### src/rtcsl_pkg.sv
// Package: constants and carrier types of the real-time clock control and status logic
package rtcsl_pkg;
  // Register offsets on the serial register port
  localparam logic [3:0] OFS_SECONDS = 4'h0;
  localparam logic [3:0] OFS_OSC_ADJUST = 4'h7;
  localparam logic [3:0] OFS_CONTROL_ONE = 4'he;
  localparam logic [3:0] OFS_STATUS_CONTROL_TWO = 4'hf;
  // Control register one fields
  localparam int CR1_CLK_DIS_B = 4;
  localparam int CR1_TEST = 3;
  localparam int CR1_SEL_LSB = 0;
  // Status/control register two fields
  localparam int CR2_LOW_CUR = 7;
  localparam int CR2_SUPPLY_LOW = 6;
  localparam int CR2_OSC_HALT = 5;
  localparam int CR2_POWER_UP = 4;
  localparam int CR2_CLK_DIS_A = 3;
  localparam int CR2_PERIODIC = 2;
  // Oscillation adjustment fields
  localparam int ADJ_DEV = 7;
  localparam int ADJ_SIGN = 6;
  // Reset values
  localparam logic [7:0] RST_CONTROL_ONE = 8'h00;
  localparam logic [7:0] RST_STATUS_CONTROL_TWO = 8'h70;
  localparam logic [7:0] RST_OSC_ADJUST = 8'h00;
  // Periodic selector codes
  localparam logic [2:0] SEL_OFF = 3'h0;
  localparam logic [2:0] SEL_FIXED_LOW = 3'h1;
  localparam logic [2:0] SEL_PULSE_2HZ = 3'h2;
  localparam logic [2:0] SEL_PULSE_1HZ = 3'h3;
  localparam logic [2:0] SEL_LVL_SECOND = 3'h4;
  localparam logic [2:0] SEL_LVL_MINUTE = 3'h5;
  localparam logic [2:0] SEL_LVL_HOUR = 3'h6;
  localparam logic [2:0] SEL_LVL_MONTH = 3'h7;
  // Timebase: one second is 32768 crystal periods
  localparam logic [15:0] DIV_TOP = 16'h7fff;
  localparam logic [15:0] DIV_HALF = 16'h4000;
  localparam logic [5:0] ADJ_PERIOD_SHORT = 6'h13;
  localparam logic [5:0] ADJ_PERIOD_LONG = 6'h3b;
  // Seconds increment lags the pulse falling edge
  localparam int CLK_PERIOD_NS = 25;
  localparam int INC_DELAY_NS = 46000;
  localparam int INC_DELAY_CYC = INC_DELAY_NS / CLK_PERIOD_NS;
  localparam logic [10:0] INC_DELAY = 11'(INC_DELAY_CYC);

  typedef struct packed {
    logic en;
    logic [3:0] addr;
    logic [7:0] data;
  } rtcsl_wr_t;

  // Roll-over status from the time counters, true when the next increment wraps
  typedef struct packed {
    logic sec_last;
    logic min_last;
    logic hour_last;
    logic month_last;
  } rtcsl_time_t;
endpackage

### src/rtcsl_core.sv
// Control and status logic of the real-time clock: timebase, periodic interrupt, flags
//
// Behaviour
// Sub-clock output follows crystal if either disable bit is 0 and pin high.
// Both clock-disable bits: 0 enables, 1 disables, reset to 0.
// Test bit: 0 normal, 1 factory test; host keeps it 0.
// Selector 000 holds output high, 001 low, 010/011 give 2 Hz/1 Hz pulses.
// Level codes assert low per second, minute, hour, month; fall with seconds increment.
// Pulse mode: seconds increment about 46 us after pulse falling edge.
// Pulse mode: seconds write clears sub-second divider and drives output low.
// Level mode: output may glitch after selector write; host checks periodic flag.
// Adjustment shifts one second by up to 3.784 ms every 20 or 60 s.
// Oscillator-mode bit selects low current; without feature it is plain storage.
// Supply-low flag sets below threshold, then monitor stops and flag holds.
// Writing 0 clears supply-low flag and restarts monitor; 1 does nothing.
// Oscillation-halt flag sets on halt, holds until 0 written.
// Power-up flag sets when supply rises from zero and stays set.
// While power-up flag set, adjust and control bits clear, interrupt released.
// Writing 0 clears power-up flag; writing 1 does nothing.
// Periodic flag reads 1 while periodic output is low, else 0.
// Level mode: writing 0 clears periodic flag and releases output until next event.
// A set event in the same cycle as a clear wins over the clear; for the supply-low flag the code lets the clear win.
`timescale 1ns/100ps
module rtcsl_core #(
  parameter bit HAS_LOW_CURRENT = 1'b1
) (
  input wire logic clk,
  input wire logic rst,
  input wire logic xtal_clk,
  input wire logic clock_out_control_pin,
  input wire logic supply_below_threshold,
  input wire logic osc_halt_detect,
  input wire rtcsl_pkg::rtcsl_wr_t reg_wr,
  input wire logic [3:0] reg_rd_addr,
  output logic [7:0] reg_rd_data,
  input wire rtcsl_pkg::rtcsl_time_t time_status,
  output logic seconds_increment,
  output logic interrupt_out_a_n,
  output logic sub_clock_output,
  output logic low_current_osc_select,
  output logic test_mode
);

  typedef struct packed {
    logic [1:0] xtal_sync;
    logic [1:0] pin_sync;
    logic [1:0] vlow_sync;
    logic [1:0] halt_sync;
    logic xtal_prev;
    logic [15:0] div;
    logic [5:0] adj_secs;
    logic [10:0] dly;
    logic dly_busy;
    logic [7:0] cr1;
    logic [7:0] adj;
    logic low_current;
    logic supply_low_flag;
    logic osc_halt_flag;
    logic power_up_flag;
    logic clk_dis_a;
    logic periodic_flag;
    logic sub_clk;
    logic int_n;
    logic sec_inc;
    logic [7:0] rd_data;
  } rtcsl_state_t;

  rtcsl_state_t s_q;
  rtcsl_state_t s_d;

  logic xtal_rise;
  logic [15:0] top;
  logic wrap;
  logic [2:0] sel;
  logic pulse_mode;
  logic level_mode;
  logic level_event;
  logic wr_cr2;
  logic [5:0] adj_mag;
  logic [15:0] adj_step;

  always_comb begin
    s_d = s_q;
    // Sampled inputs from outside the clock domain, two stages each
    s_d.xtal_sync = {s_q.xtal_sync[0], xtal_clk};
    s_d.pin_sync = {s_q.pin_sync[0], clock_out_control_pin};
    s_d.vlow_sync = {s_q.vlow_sync[0], supply_below_threshold};
    s_d.halt_sync = {s_q.halt_sync[0], osc_halt_detect};
    s_d.xtal_prev = s_q.xtal_sync[1];
    xtal_rise = s_q.xtal_sync[1] & ~s_q.xtal_prev;

    sel = s_q.cr1[rtcsl_pkg::CR1_SEL_LSB +: 3];
    pulse_mode = (sel == rtcsl_pkg::SEL_PULSE_2HZ) || (sel == rtcsl_pkg::SEL_PULSE_1HZ);
    level_mode = sel[2];
    wr_cr2 = reg_wr.en && (reg_wr.addr == rtcsl_pkg::OFS_STATUS_CONTROL_TWO);

    // Adjusted second: length changes by two periods per step above one
    adj_mag = s_q.adj[5:0];
    adj_step = (adj_mag > 6'h01) ? {9'h000, adj_mag - 6'h01, 1'b0} : 16'h0000;
    top = rtcsl_pkg::DIV_TOP;
    if (s_q.adj_secs == 6'h00) begin
      top = s_q.adj[rtcsl_pkg::ADJ_SIGN] ? rtcsl_pkg::DIV_TOP - adj_step
                                         : rtcsl_pkg::DIV_TOP + adj_step;
    end

    // Sub-second divider on crystal edges
    wrap = 1'b0;
    if (xtal_rise) begin
      if (s_q.div >= top) begin
        s_d.div = 16'h0000;
        wrap = 1'b1;
      end else begin
        s_d.div = s_q.div + 16'h0001;
      end
    end
    if (wrap) begin
      if (s_q.adj_secs == 6'h00) begin
        s_d.adj_secs = s_q.adj[rtcsl_pkg::ADJ_DEV] ? rtcsl_pkg::ADJ_PERIOD_LONG
                                                 : rtcsl_pkg::ADJ_PERIOD_SHORT;
      end else begin
        s_d.adj_secs = s_q.adj_secs - 6'h01;
      end
    end

    // Seconds increment: delayed after the falling pulse edge in pulse mode
    s_d.sec_inc = 1'b0;
    if (wrap && pulse_mode) begin
      s_d.dly_busy = 1'b1;
      s_d.dly = rtcsl_pkg::INC_DELAY;
    end else if (wrap) begin
      s_d.sec_inc = 1'b1;
    end else if (s_q.dly_busy) begin
      s_d.dly = s_q.dly - 11'h001;
      if (s_q.dly == 11'h001) begin
        s_d.dly_busy = 1'b0;
        s_d.sec_inc = 1'b1;
      end
    end

    // Writing the seconds counter restarts the second; low phase starts at zero
    if (reg_wr.en && reg_wr.addr == rtcsl_pkg::OFS_SECONDS) begin
      s_d.div = 16'h0000;
      s_d.dly_busy = 1'b0;
    end

    // Register writes
    if (reg_wr.en && reg_wr.addr == rtcsl_pkg::OFS_OSC_ADJUST) begin
      s_d.adj = reg_wr.data;
    end
    if (reg_wr.en && reg_wr.addr == rtcsl_pkg::OFS_CONTROL_ONE) begin
      s_d.cr1 = reg_wr.data;
    end
    if (wr_cr2) begin
      s_d.low_current = reg_wr.data[rtcsl_pkg::CR2_LOW_CUR];
      s_d.clk_dis_a = reg_wr.data[rtcsl_pkg::CR2_CLK_DIS_A];
      if (!reg_wr.data[rtcsl_pkg::CR2_SUPPLY_LOW]) begin
        s_d.supply_low_flag = 1'b0;
      end
      if (!reg_wr.data[rtcsl_pkg::CR2_OSC_HALT]) begin
        s_d.osc_halt_flag = 1'b0;
      end
      if (!reg_wr.data[rtcsl_pkg::CR2_POWER_UP]) begin
        s_d.power_up_flag = 1'b0;
      end
      // Clearing in pulse or fixed modes is ignored: the flag mirrors the pin there
      if (!reg_wr.data[rtcsl_pkg::CR2_PERIODIC] && level_mode) begin
        s_d.periodic_flag = 1'b0;
      end
    end

    // Monitor only runs while the flag is clear; once set it simply holds
    if (!s_q.supply_low_flag && s_q.vlow_sync[1]) begin
      s_d.supply_low_flag = 1'b1;
    end
    if (s_q.halt_sync[1]) begin
      s_d.osc_halt_flag = 1'b1;
    end

    // Level-mode events, taken at the seconds roll-over
    unique case (sel)
      rtcsl_pkg::SEL_LVL_SECOND: level_event = 1'b1;
      rtcsl_pkg::SEL_LVL_MINUTE: level_event = time_status.sec_last;
      rtcsl_pkg::SEL_LVL_HOUR: level_event = time_status.sec_last & time_status.min_last;
      rtcsl_pkg::SEL_LVL_MONTH: level_event = time_status.sec_last & time_status.min_last &
                                              time_status.hour_last & time_status.month_last;
      default: level_event = 1'b0;
    endcase
    // A selector write can leave a stale flag; reading it back tells a real event apart
    if (wrap && level_mode && level_event) begin
      s_d.periodic_flag = 1'b1;
    end

    // Power-up flag forces the control bits clear every cycle it stands
    if (s_q.power_up_flag) begin
      s_d.adj = 8'h00;
      s_d.cr1 = 8'h00;
      s_d.low_current = 1'b0;
      s_d.clk_dis_a = 1'b0;
      s_d.periodic_flag = 1'b0;
    end

    // Periodic output, computed from the next state so flag and pin agree
    s_d.int_n = 1'b1;
    if (!s_q.power_up_flag) begin
      unique case (sel)
        rtcsl_pkg::SEL_OFF: s_d.int_n = 1'b1;
        rtcsl_pkg::SEL_FIXED_LOW: s_d.int_n = 1'b0;
        rtcsl_pkg::SEL_PULSE_2HZ: s_d.int_n = s_d.div[13];
        rtcsl_pkg::SEL_PULSE_1HZ: s_d.int_n = (s_d.div >= rtcsl_pkg::DIV_HALF);
        default: s_d.int_n = ~s_d.periodic_flag;
      endcase
    end
    if (!level_mode || s_q.power_up_flag) begin
      s_d.periodic_flag = ~s_d.int_n;
    end

    // Sub-clock gating
    s_d.sub_clk = s_q.xtal_sync[1] & s_q.pin_sync[1] &
                  ~(s_q.clk_dis_a & s_q.cr1[rtcsl_pkg::CR1_CLK_DIS_B]);

    // Read path; unmapped offsets here read as zero
    unique case (reg_rd_addr)
      rtcsl_pkg::OFS_OSC_ADJUST: s_d.rd_data = s_q.adj;
      rtcsl_pkg::OFS_CONTROL_ONE: s_d.rd_data = s_q.cr1;
      rtcsl_pkg::OFS_STATUS_CONTROL_TWO: s_d.rd_data = {s_q.low_current, s_q.supply_low_flag,
        s_q.osc_halt_flag, s_q.power_up_flag, s_q.clk_dis_a, s_q.periodic_flag, 2'b00};
      default: s_d.rd_data = 8'h00;
    endcase
  end

  always_ff @(posedge clk) begin
    if (rst) begin
      s_q <= '0;
      s_q.cr1 <= rtcsl_pkg::RST_CONTROL_ONE;
      s_q.adj <= rtcsl_pkg::RST_OSC_ADJUST;
      s_q.supply_low_flag <= rtcsl_pkg::RST_STATUS_CONTROL_TWO[rtcsl_pkg::CR2_SUPPLY_LOW];
      s_q.osc_halt_flag <= rtcsl_pkg::RST_STATUS_CONTROL_TWO[rtcsl_pkg::CR2_OSC_HALT];
      s_q.power_up_flag <= rtcsl_pkg::RST_STATUS_CONTROL_TWO[rtcsl_pkg::CR2_POWER_UP];
      s_q.int_n <= 1'b1;
    end else begin
      s_q <= s_d;
    end
  end

  ////////////////////////////////////////////////////////////////////////////////////////////
  // Outputs
  assign reg_rd_data = s_q.rd_data;
  assign seconds_increment = s_q.sec_inc;
  assign interrupt_out_a_n = s_q.int_n;
  assign sub_clock_output = s_q.sub_clk;
  assign low_current_osc_select = s_q.low_current & HAS_LOW_CURRENT;
  assign test_mode = s_q.cr1[rtcsl_pkg::CR1_TEST];

endmodule

### config.mk
export PLATFORM = sky130hd
export DESIGN_NAME = rtcsl_core
export DESIGN_NICKNAME = d
export VERILOG_FILES = /design/src/rtcsl_pkg.sv /design/src/rtcsl_core.sv
export SDC_FILE = /design/constraint.sdc
export NUM_CORES = 1
export LEC_CHECK = 0
export ABC_AREA = 0
export BUFFER_PORTS_ARGS = -buffer_cell sky130_fd_sc_hd__buf_4
export CAP_MARGIN = 5
export CORE_MARGIN = 2
export CORE_UTILIZATION = 55
export DETAILED_ROUTE_END_ITERATION = 16
export PLACE_DENSITY = 0.75
export REMOVE_ABC_BUFFERS = 1
export SLEW_MARGIN = 0
export SYNTH_ARGS = -nofsm -noshare
export SYNTH_HDL_FRONTEND = slang
export SYNTH_SLANG_ARGS = --single-unit
### constraint.sdc
create_clock -name clk -period 4.8 [get_ports clk]
set_input_delay 0.72 -clock clk [delete_from_list [all_inputs] [get_ports clk]]
set_output_delay 0.72 -clock clk [all_outputs]
set_load 0.05 [all_outputs]
==> run_summary.xml <==
<?xml version="1.0" encoding="UTF-8"?>
<metrics>
  <group name="logic_synthesis">
    <metric name="library_cells_used_by_synthesis" unit="">62</metric>
    <metric name="yosys_warnings" unit="">0</metric>
    <metric name="share_of_synthesized_area_occupied_by_flip_flops_and_latches" unit="%">36.8</metric>
    <metric name="synth_area_per_cell" unit="µm²">8.55</metric>
    <metric name="synthFlopType" unit="">sky130_fd_sc_hd__dfxtp_1</metric>
    <metric name="synth_enable_flop_cells" unit="">0</metric>
    <metric name="post_synth_design_cell_area" unit="mm²">0.00413</metric>
    <metric name="netlist_instances" unit="">483</metric>
    <metric name="async_reset_ff_share" unit="%">0</metric>
    <metric name="synth.ff_latch_count" unit="">76</metric>
  </group>
  <group name="place">
    <metric name="port_buffers" unit="">39</metric>
    <metric name="gp_congestion" unit="">0.869</metric>
    <metric name="pre_cts_ws" unit="ns">0.713</metric>
    <metric name="place_area" unit="mm²">0.00437</metric>
    <metric name="hpwlAfterDp" unit="µm">6720</metric>
  </group>
  <group name="critical_path">
    <metric name="biggest_fanout_along_the_worst_timing_path" unit="">16</metric>
    <metric name="worst-r2r-setup-slack" unit="ns">0.67</metric>
    <metric name="reg2reg_depth" unit="">15</metric>
    <metric name="timing.critical_path.required" unit="ns">5.07</metric>
    <metric name="timing.critical_path.arrival" unit="ns">4.40</metric>
    <metric name="launching_element_type_of_the_critical_path" unit="">register</metric>
    <metric name="crit_type" unit="">register to register</metric>
    <metric name="worst_setup_path_end_kind" unit="">register</metric>
  </group>
  <group name="clock_tree">
    <metric name="clock_tree.buffer_depth" unit="">2</metric>
    <metric name="numCtsBuffers" unit="">9</metric>
    <metric name="hold_buffers" unit="">0</metric>
    <metric name="tritoncts" unit="">yes</metric>
    <metric name="cts_sinks" unit="">76</metric>
    <metric name="post-cts-setup-buffers" unit="">0</metric>
    <metric name="clk_pin_slew_worst_paths" unit="ns">0.08</metric>
    <metric name="post_cts.resized_instances" unit="">0</metric>
    <metric name="clockRootBuffer" unit="">sky130_fd_sc_hd__clkbuf_8</metric>
    <metric name="worst_skew_pair.late_latency" unit="ns">0.35</metric>
    <metric name="ctsHtreeMaxLevel" unit="">3</metric>
  </group>
  <group name="routing">
    <metric name="via_per_inst" unit="">5.79</metric>
    <metric name="drt_first_iter_violations" unit="">179</metric>
    <metric name="remaining_drc_errors" unit="">0</metric>
    <metric name="vias" unit="">3538</metric>
    <metric name="dr.pass1.iters" unit="">5</metric>
    <metric name="route.final.wire_length" unit="µm">9360</metric>
    <metric name="detail_route.wl_per_cell" unit="µm">15.3</metric>
    <metric name="ant_nets" unit="">0</metric>
  </group>
  <group name="timing">
    <metric name="worstMarginPinSlew" unit="ns">0.604</metric>
    <metric name="setup_viol_count_final" unit="">0</metric>
    <metric name="tns" unit="ns">0</metric>
    <metric name="maxSlewViolCount" unit="">0</metric>
    <metric name="finClkSkew" unit="ns">0.0121</metric>
    <metric name="setup_slack" unit="ns">0.668</metric>
    <metric name="slew-limit-headroom" unit="%">59.6</metric>
    <metric name="max_freq" unit="MHz">242</metric>
    <metric name="period_needed" unit="ns">4.13</metric>
    <metric name="post_route_fraction_of_the_period_consumed_by_the_critical_path" unit="%">86.1</metric>
    <metric name="hold_violations" unit="">0</metric>
    <metric name="rsz_0062_raised_after_global_routing" unit="">false</metric>
  </group>
  <group name="layout">
    <metric name="drive_gt1_share" unit="%">16.4</metric>
    <metric name="mostFrequentLayoutCells" unit="">sky130_fd_sc_hd__nor2_1 (76), sky130_fd_sc_hd__dfxtp_1 (76), sky130_fd_sc_hd__buf_4 (43), sky130_fd_sc_hd__nand2_1 (36), sky130_fd_sc_hd__a21oi_1 (30)</metric>
    <metric name="finish.utilization" unit="%">63.3</metric>
    <metric name="syn_to_final_growth" unit="%">11.1</metric>
    <metric name="postLayoutCellArea" unit="mm²">0.00459</metric>
    <metric name="final_nets" unit="">559</metric>
    <metric name="diodes" unit="">0</metric>
    <metric name="filler_cell_count" unit="">636</metric>
  </group>
  <group name="global_route">
    <metric name="largest_net_degree_at_the_start_of_global_routing" unit="">37</metric>
    <metric name="initial_antenna_violation_count" unit="">0</metric>
    <metric name="track_usage" unit="%">23.8</metric>
    <metric name="grt_pass1_wl" unit="µm">16100</metric>
    <metric name="vias_in_the_first_global_route" unit="">3492</metric>
    <metric name="overflow" unit="">0</metric>
  </group>
  <group name="pwr">
    <metric name="netSwitchingFraction" unit="%">21.1</metric>
    <metric name="clock_power_share" unit="%">44.4</metric>
    <metric name="report.power.total" unit="mW">1.24</metric>
    <metric name="combinationalPowerShare" unit="%">4.3</metric>
    <metric name="seq_power_share" unit="%">51.4</metric>
    <metric name="total_leakage_power" unit="nW">1.77</metric>
    <metric name="power.net_switching" unit="µW">262</metric>
    <metric name="max-vdd-ir-drop" unit="mV">0.169</metric>
    <metric name="pwr_density_cell" unit="mW/mm²">270</metric>
    <metric name="cellInternalPower" unit="µW">978</metric>
  </group>
  <group name="die">
    <metric name="io_pins" unit="">40</metric>
    <metric name="floorplan.die.width" unit="µm">90.7</metric>
    <metric name="floorplan.initialDensity" unit="%">57.0</metric>
    <metric name="core-area" unit="mm²">0.00725</metric>
    <metric name="die_area" unit="mm²">0.00822</metric>
    <metric name="chipHeight" unit="µm">90.7</metric>
    <metric name="placementRows" unit="">31</metric>
  </group>
  <group name="run">
    <metric name="drv.max_cap_violation_count" unit="">0</metric>
  </group>
  <group name="min_path">
    <metric name="holdPathStages" unit="">2</metric>
    <metric name="min_path_type" unit="">register to register</metric>
  </group>
  <group name="outcome">
    <metric name="status" unit="">finished, final reports clean</metric>
  </group>
</metrics>
-- cell usage after synthesis (4+ instances only) --
| library cell | count | share of area (%) |
|---|---|---|
| sky130_fd_sc_hd__a211oi_1 | 11 | 2.0 |
| sky130_fd_sc_hd__a21oi_1 | 30 | 3.6 |
| sky130_fd_sc_hd__a22oi_1 | 8 | 1.5 |
| sky130_fd_sc_hd__a31oi_1 | 6 | 0.91 |
| sky130_fd_sc_hd__and2_1 | 4 | 0.61 |
| sky130_fd_sc_hd__and3_1 | 6 | 0.91 |
| sky130_fd_sc_hd__buf_4 | 8 | 1.5 |
| sky130_fd_sc_hd__clkbuf_1 | 12 | 1.1 |
| sky130_fd_sc_hd__dfxtp_1 | 76 | 37 |
| sky130_fd_sc_hd__ha_1 | 24 | 7.3 |
| sky130_fd_sc_hd__inv_1 | 16 | 1.5 |
| sky130_fd_sc_hd__mux2_2 | 8 | 2.2 |
| sky130_fd_sc_hd__mux2i_1 | 16 | 3.9 |
| sky130_fd_sc_hd__nand2_1 | 36 | 3.3 |
| sky130_fd_sc_hd__nand3_1 | 18 | 2.2 |
| sky130_fd_sc_hd__nand4_1 | 5 | 0.76 |
| sky130_fd_sc_hd__nor2_1 | 76 | 6.9 |
| sky130_fd_sc_hd__nor2b_1 | 13 | 2.0 |
| sky130_fd_sc_hd__nor3_1 | 11 | 1.3 |
| sky130_fd_sc_hd__o21ai_0 | 11 | 1.3 |
| sky130_fd_sc_hd__or2_2 | 6 | 0.91 |
| sky130_fd_sc_hd__or3_1 | 9 | 1.4 |
| sky130_fd_sc_hd__xnor2_1 | 7 | 1.5 |
| sky130_fd_sc_hd__xor2_1 | 12 | 2.5 |
-- critical path, stage by stage, from the launching register on --
cell and delay [ns]:
sky130_fd_sc_hd__dfxtp_1 0.45, sky130_fd_sc_hd__inv_1 0.10, sky130_fd_sc_hd__ha_1 0.26, sky130_fd_sc_hd__nor2_1 0.20
sky130_fd_sc_hd__nor3_4 0.08, sky130_fd_sc_hd__or2_2 0.31, sky130_fd_sc_hd__ha_1 0.21, sky130_fd_sc_hd__o21a_1 0.15
sky130_fd_sc_hd__a211oi_1 0.35, sky130_fd_sc_hd__ha_1 0.33, sky130_fd_sc_hd__a21oi_1 0.13, sky130_fd_sc_hd__o21ai_0 0.10
sky130_fd_sc_hd__a21oi_1 0.34, sky130_fd_sc_hd__a21boi_2 0.22, sky130_fd_sc_hd__or3_1 0.63, sky130_fd_sc_hd__a21oi_1 0.21
-- stage by stage --
stage	std cells	hold WS [ns]
final	611	0.436
after global routing	611	0.460
after CTS	611	0.440
after detailed placement	596	0.424
after global placement	596	0.419
after floorplan	454	0.382
-- final cells by class --
class | instances | area [µm²] | share of cell area [%]
multi-input cells | 362 | 2340 | 50.9
clock inverters | 4 | 72.6 | 1.58
inverters | 16 | 60.1 | 1.31
well taps | 99 | 124 | 2.70
clock buffers | 11 | 151 | 3.30
repair buffers | 43 | 323 | 7.03
flip-flops and latches | 76 | 1520 | 33.2
-- power groups by stage --
stage | Combinational (mW) | Clock (mW) | Sequential, mW
final | 0.0529 | 0.550 | 0.637
after global routing | 0.0585 | 0.582 | 0.637
after CTS | 0.0531 | 0.557 | 0.637
after detailed placement | 0.0529 | 0 | 0.652
after global placement | 0.0521 | 0 | 0.651
after floorplan | 0.0196 | 0 | 0.653
-- registers in the layout, summed over array words and instances, names as in the netlist --
| signal | flops |
|---|---|
| s_q | 51 |
| reg_rd_data | 8 |
| adj_mag | 6 |
| s_d | 5 |
| interrupt_out_a_n | 1 |
| level_mode | 1 |
| low_current_osc_select | 1 |
| seconds_increment | 1 |
| sub_clock_output | 1 |
| test_mode | 1 |
-- worst paths after layout --
check / to / startpoint
max: s_q[64] / adj_mag[0]
min: sub_clock_output / s_q[73]
max reg2reg: s_q[64] / adj_mag[0]
min reg2reg: sub_clock_output / s_q[73]
-- routing by layer --
metal | track usage (%) | share of wire (%)
met1 | 30.4 | 45
met2 | 39.2 | 48
met3 | 5.34 | 5.5
met4 | 9.10 | 1.9
met5 | 0 | 0
-- kinds of logic (layout without fill, tap and decap cells) --
family | count (synthesis) | after routing | share of synthesized area, %
flops | 76 | 76 | 36.8
compound gates | 88 | 88 | 14.3
mux | 24 | 24 | 6.06
simple gates | 207 | 207 | 24.9
xor+xnor | 19 | 19 | 4.03
fa+ha+maj | 24 | 24 | 7.27
buf+inv | 45 | 74 | 6.60
No activity file was read; power rests on OpenSTA's default activity.
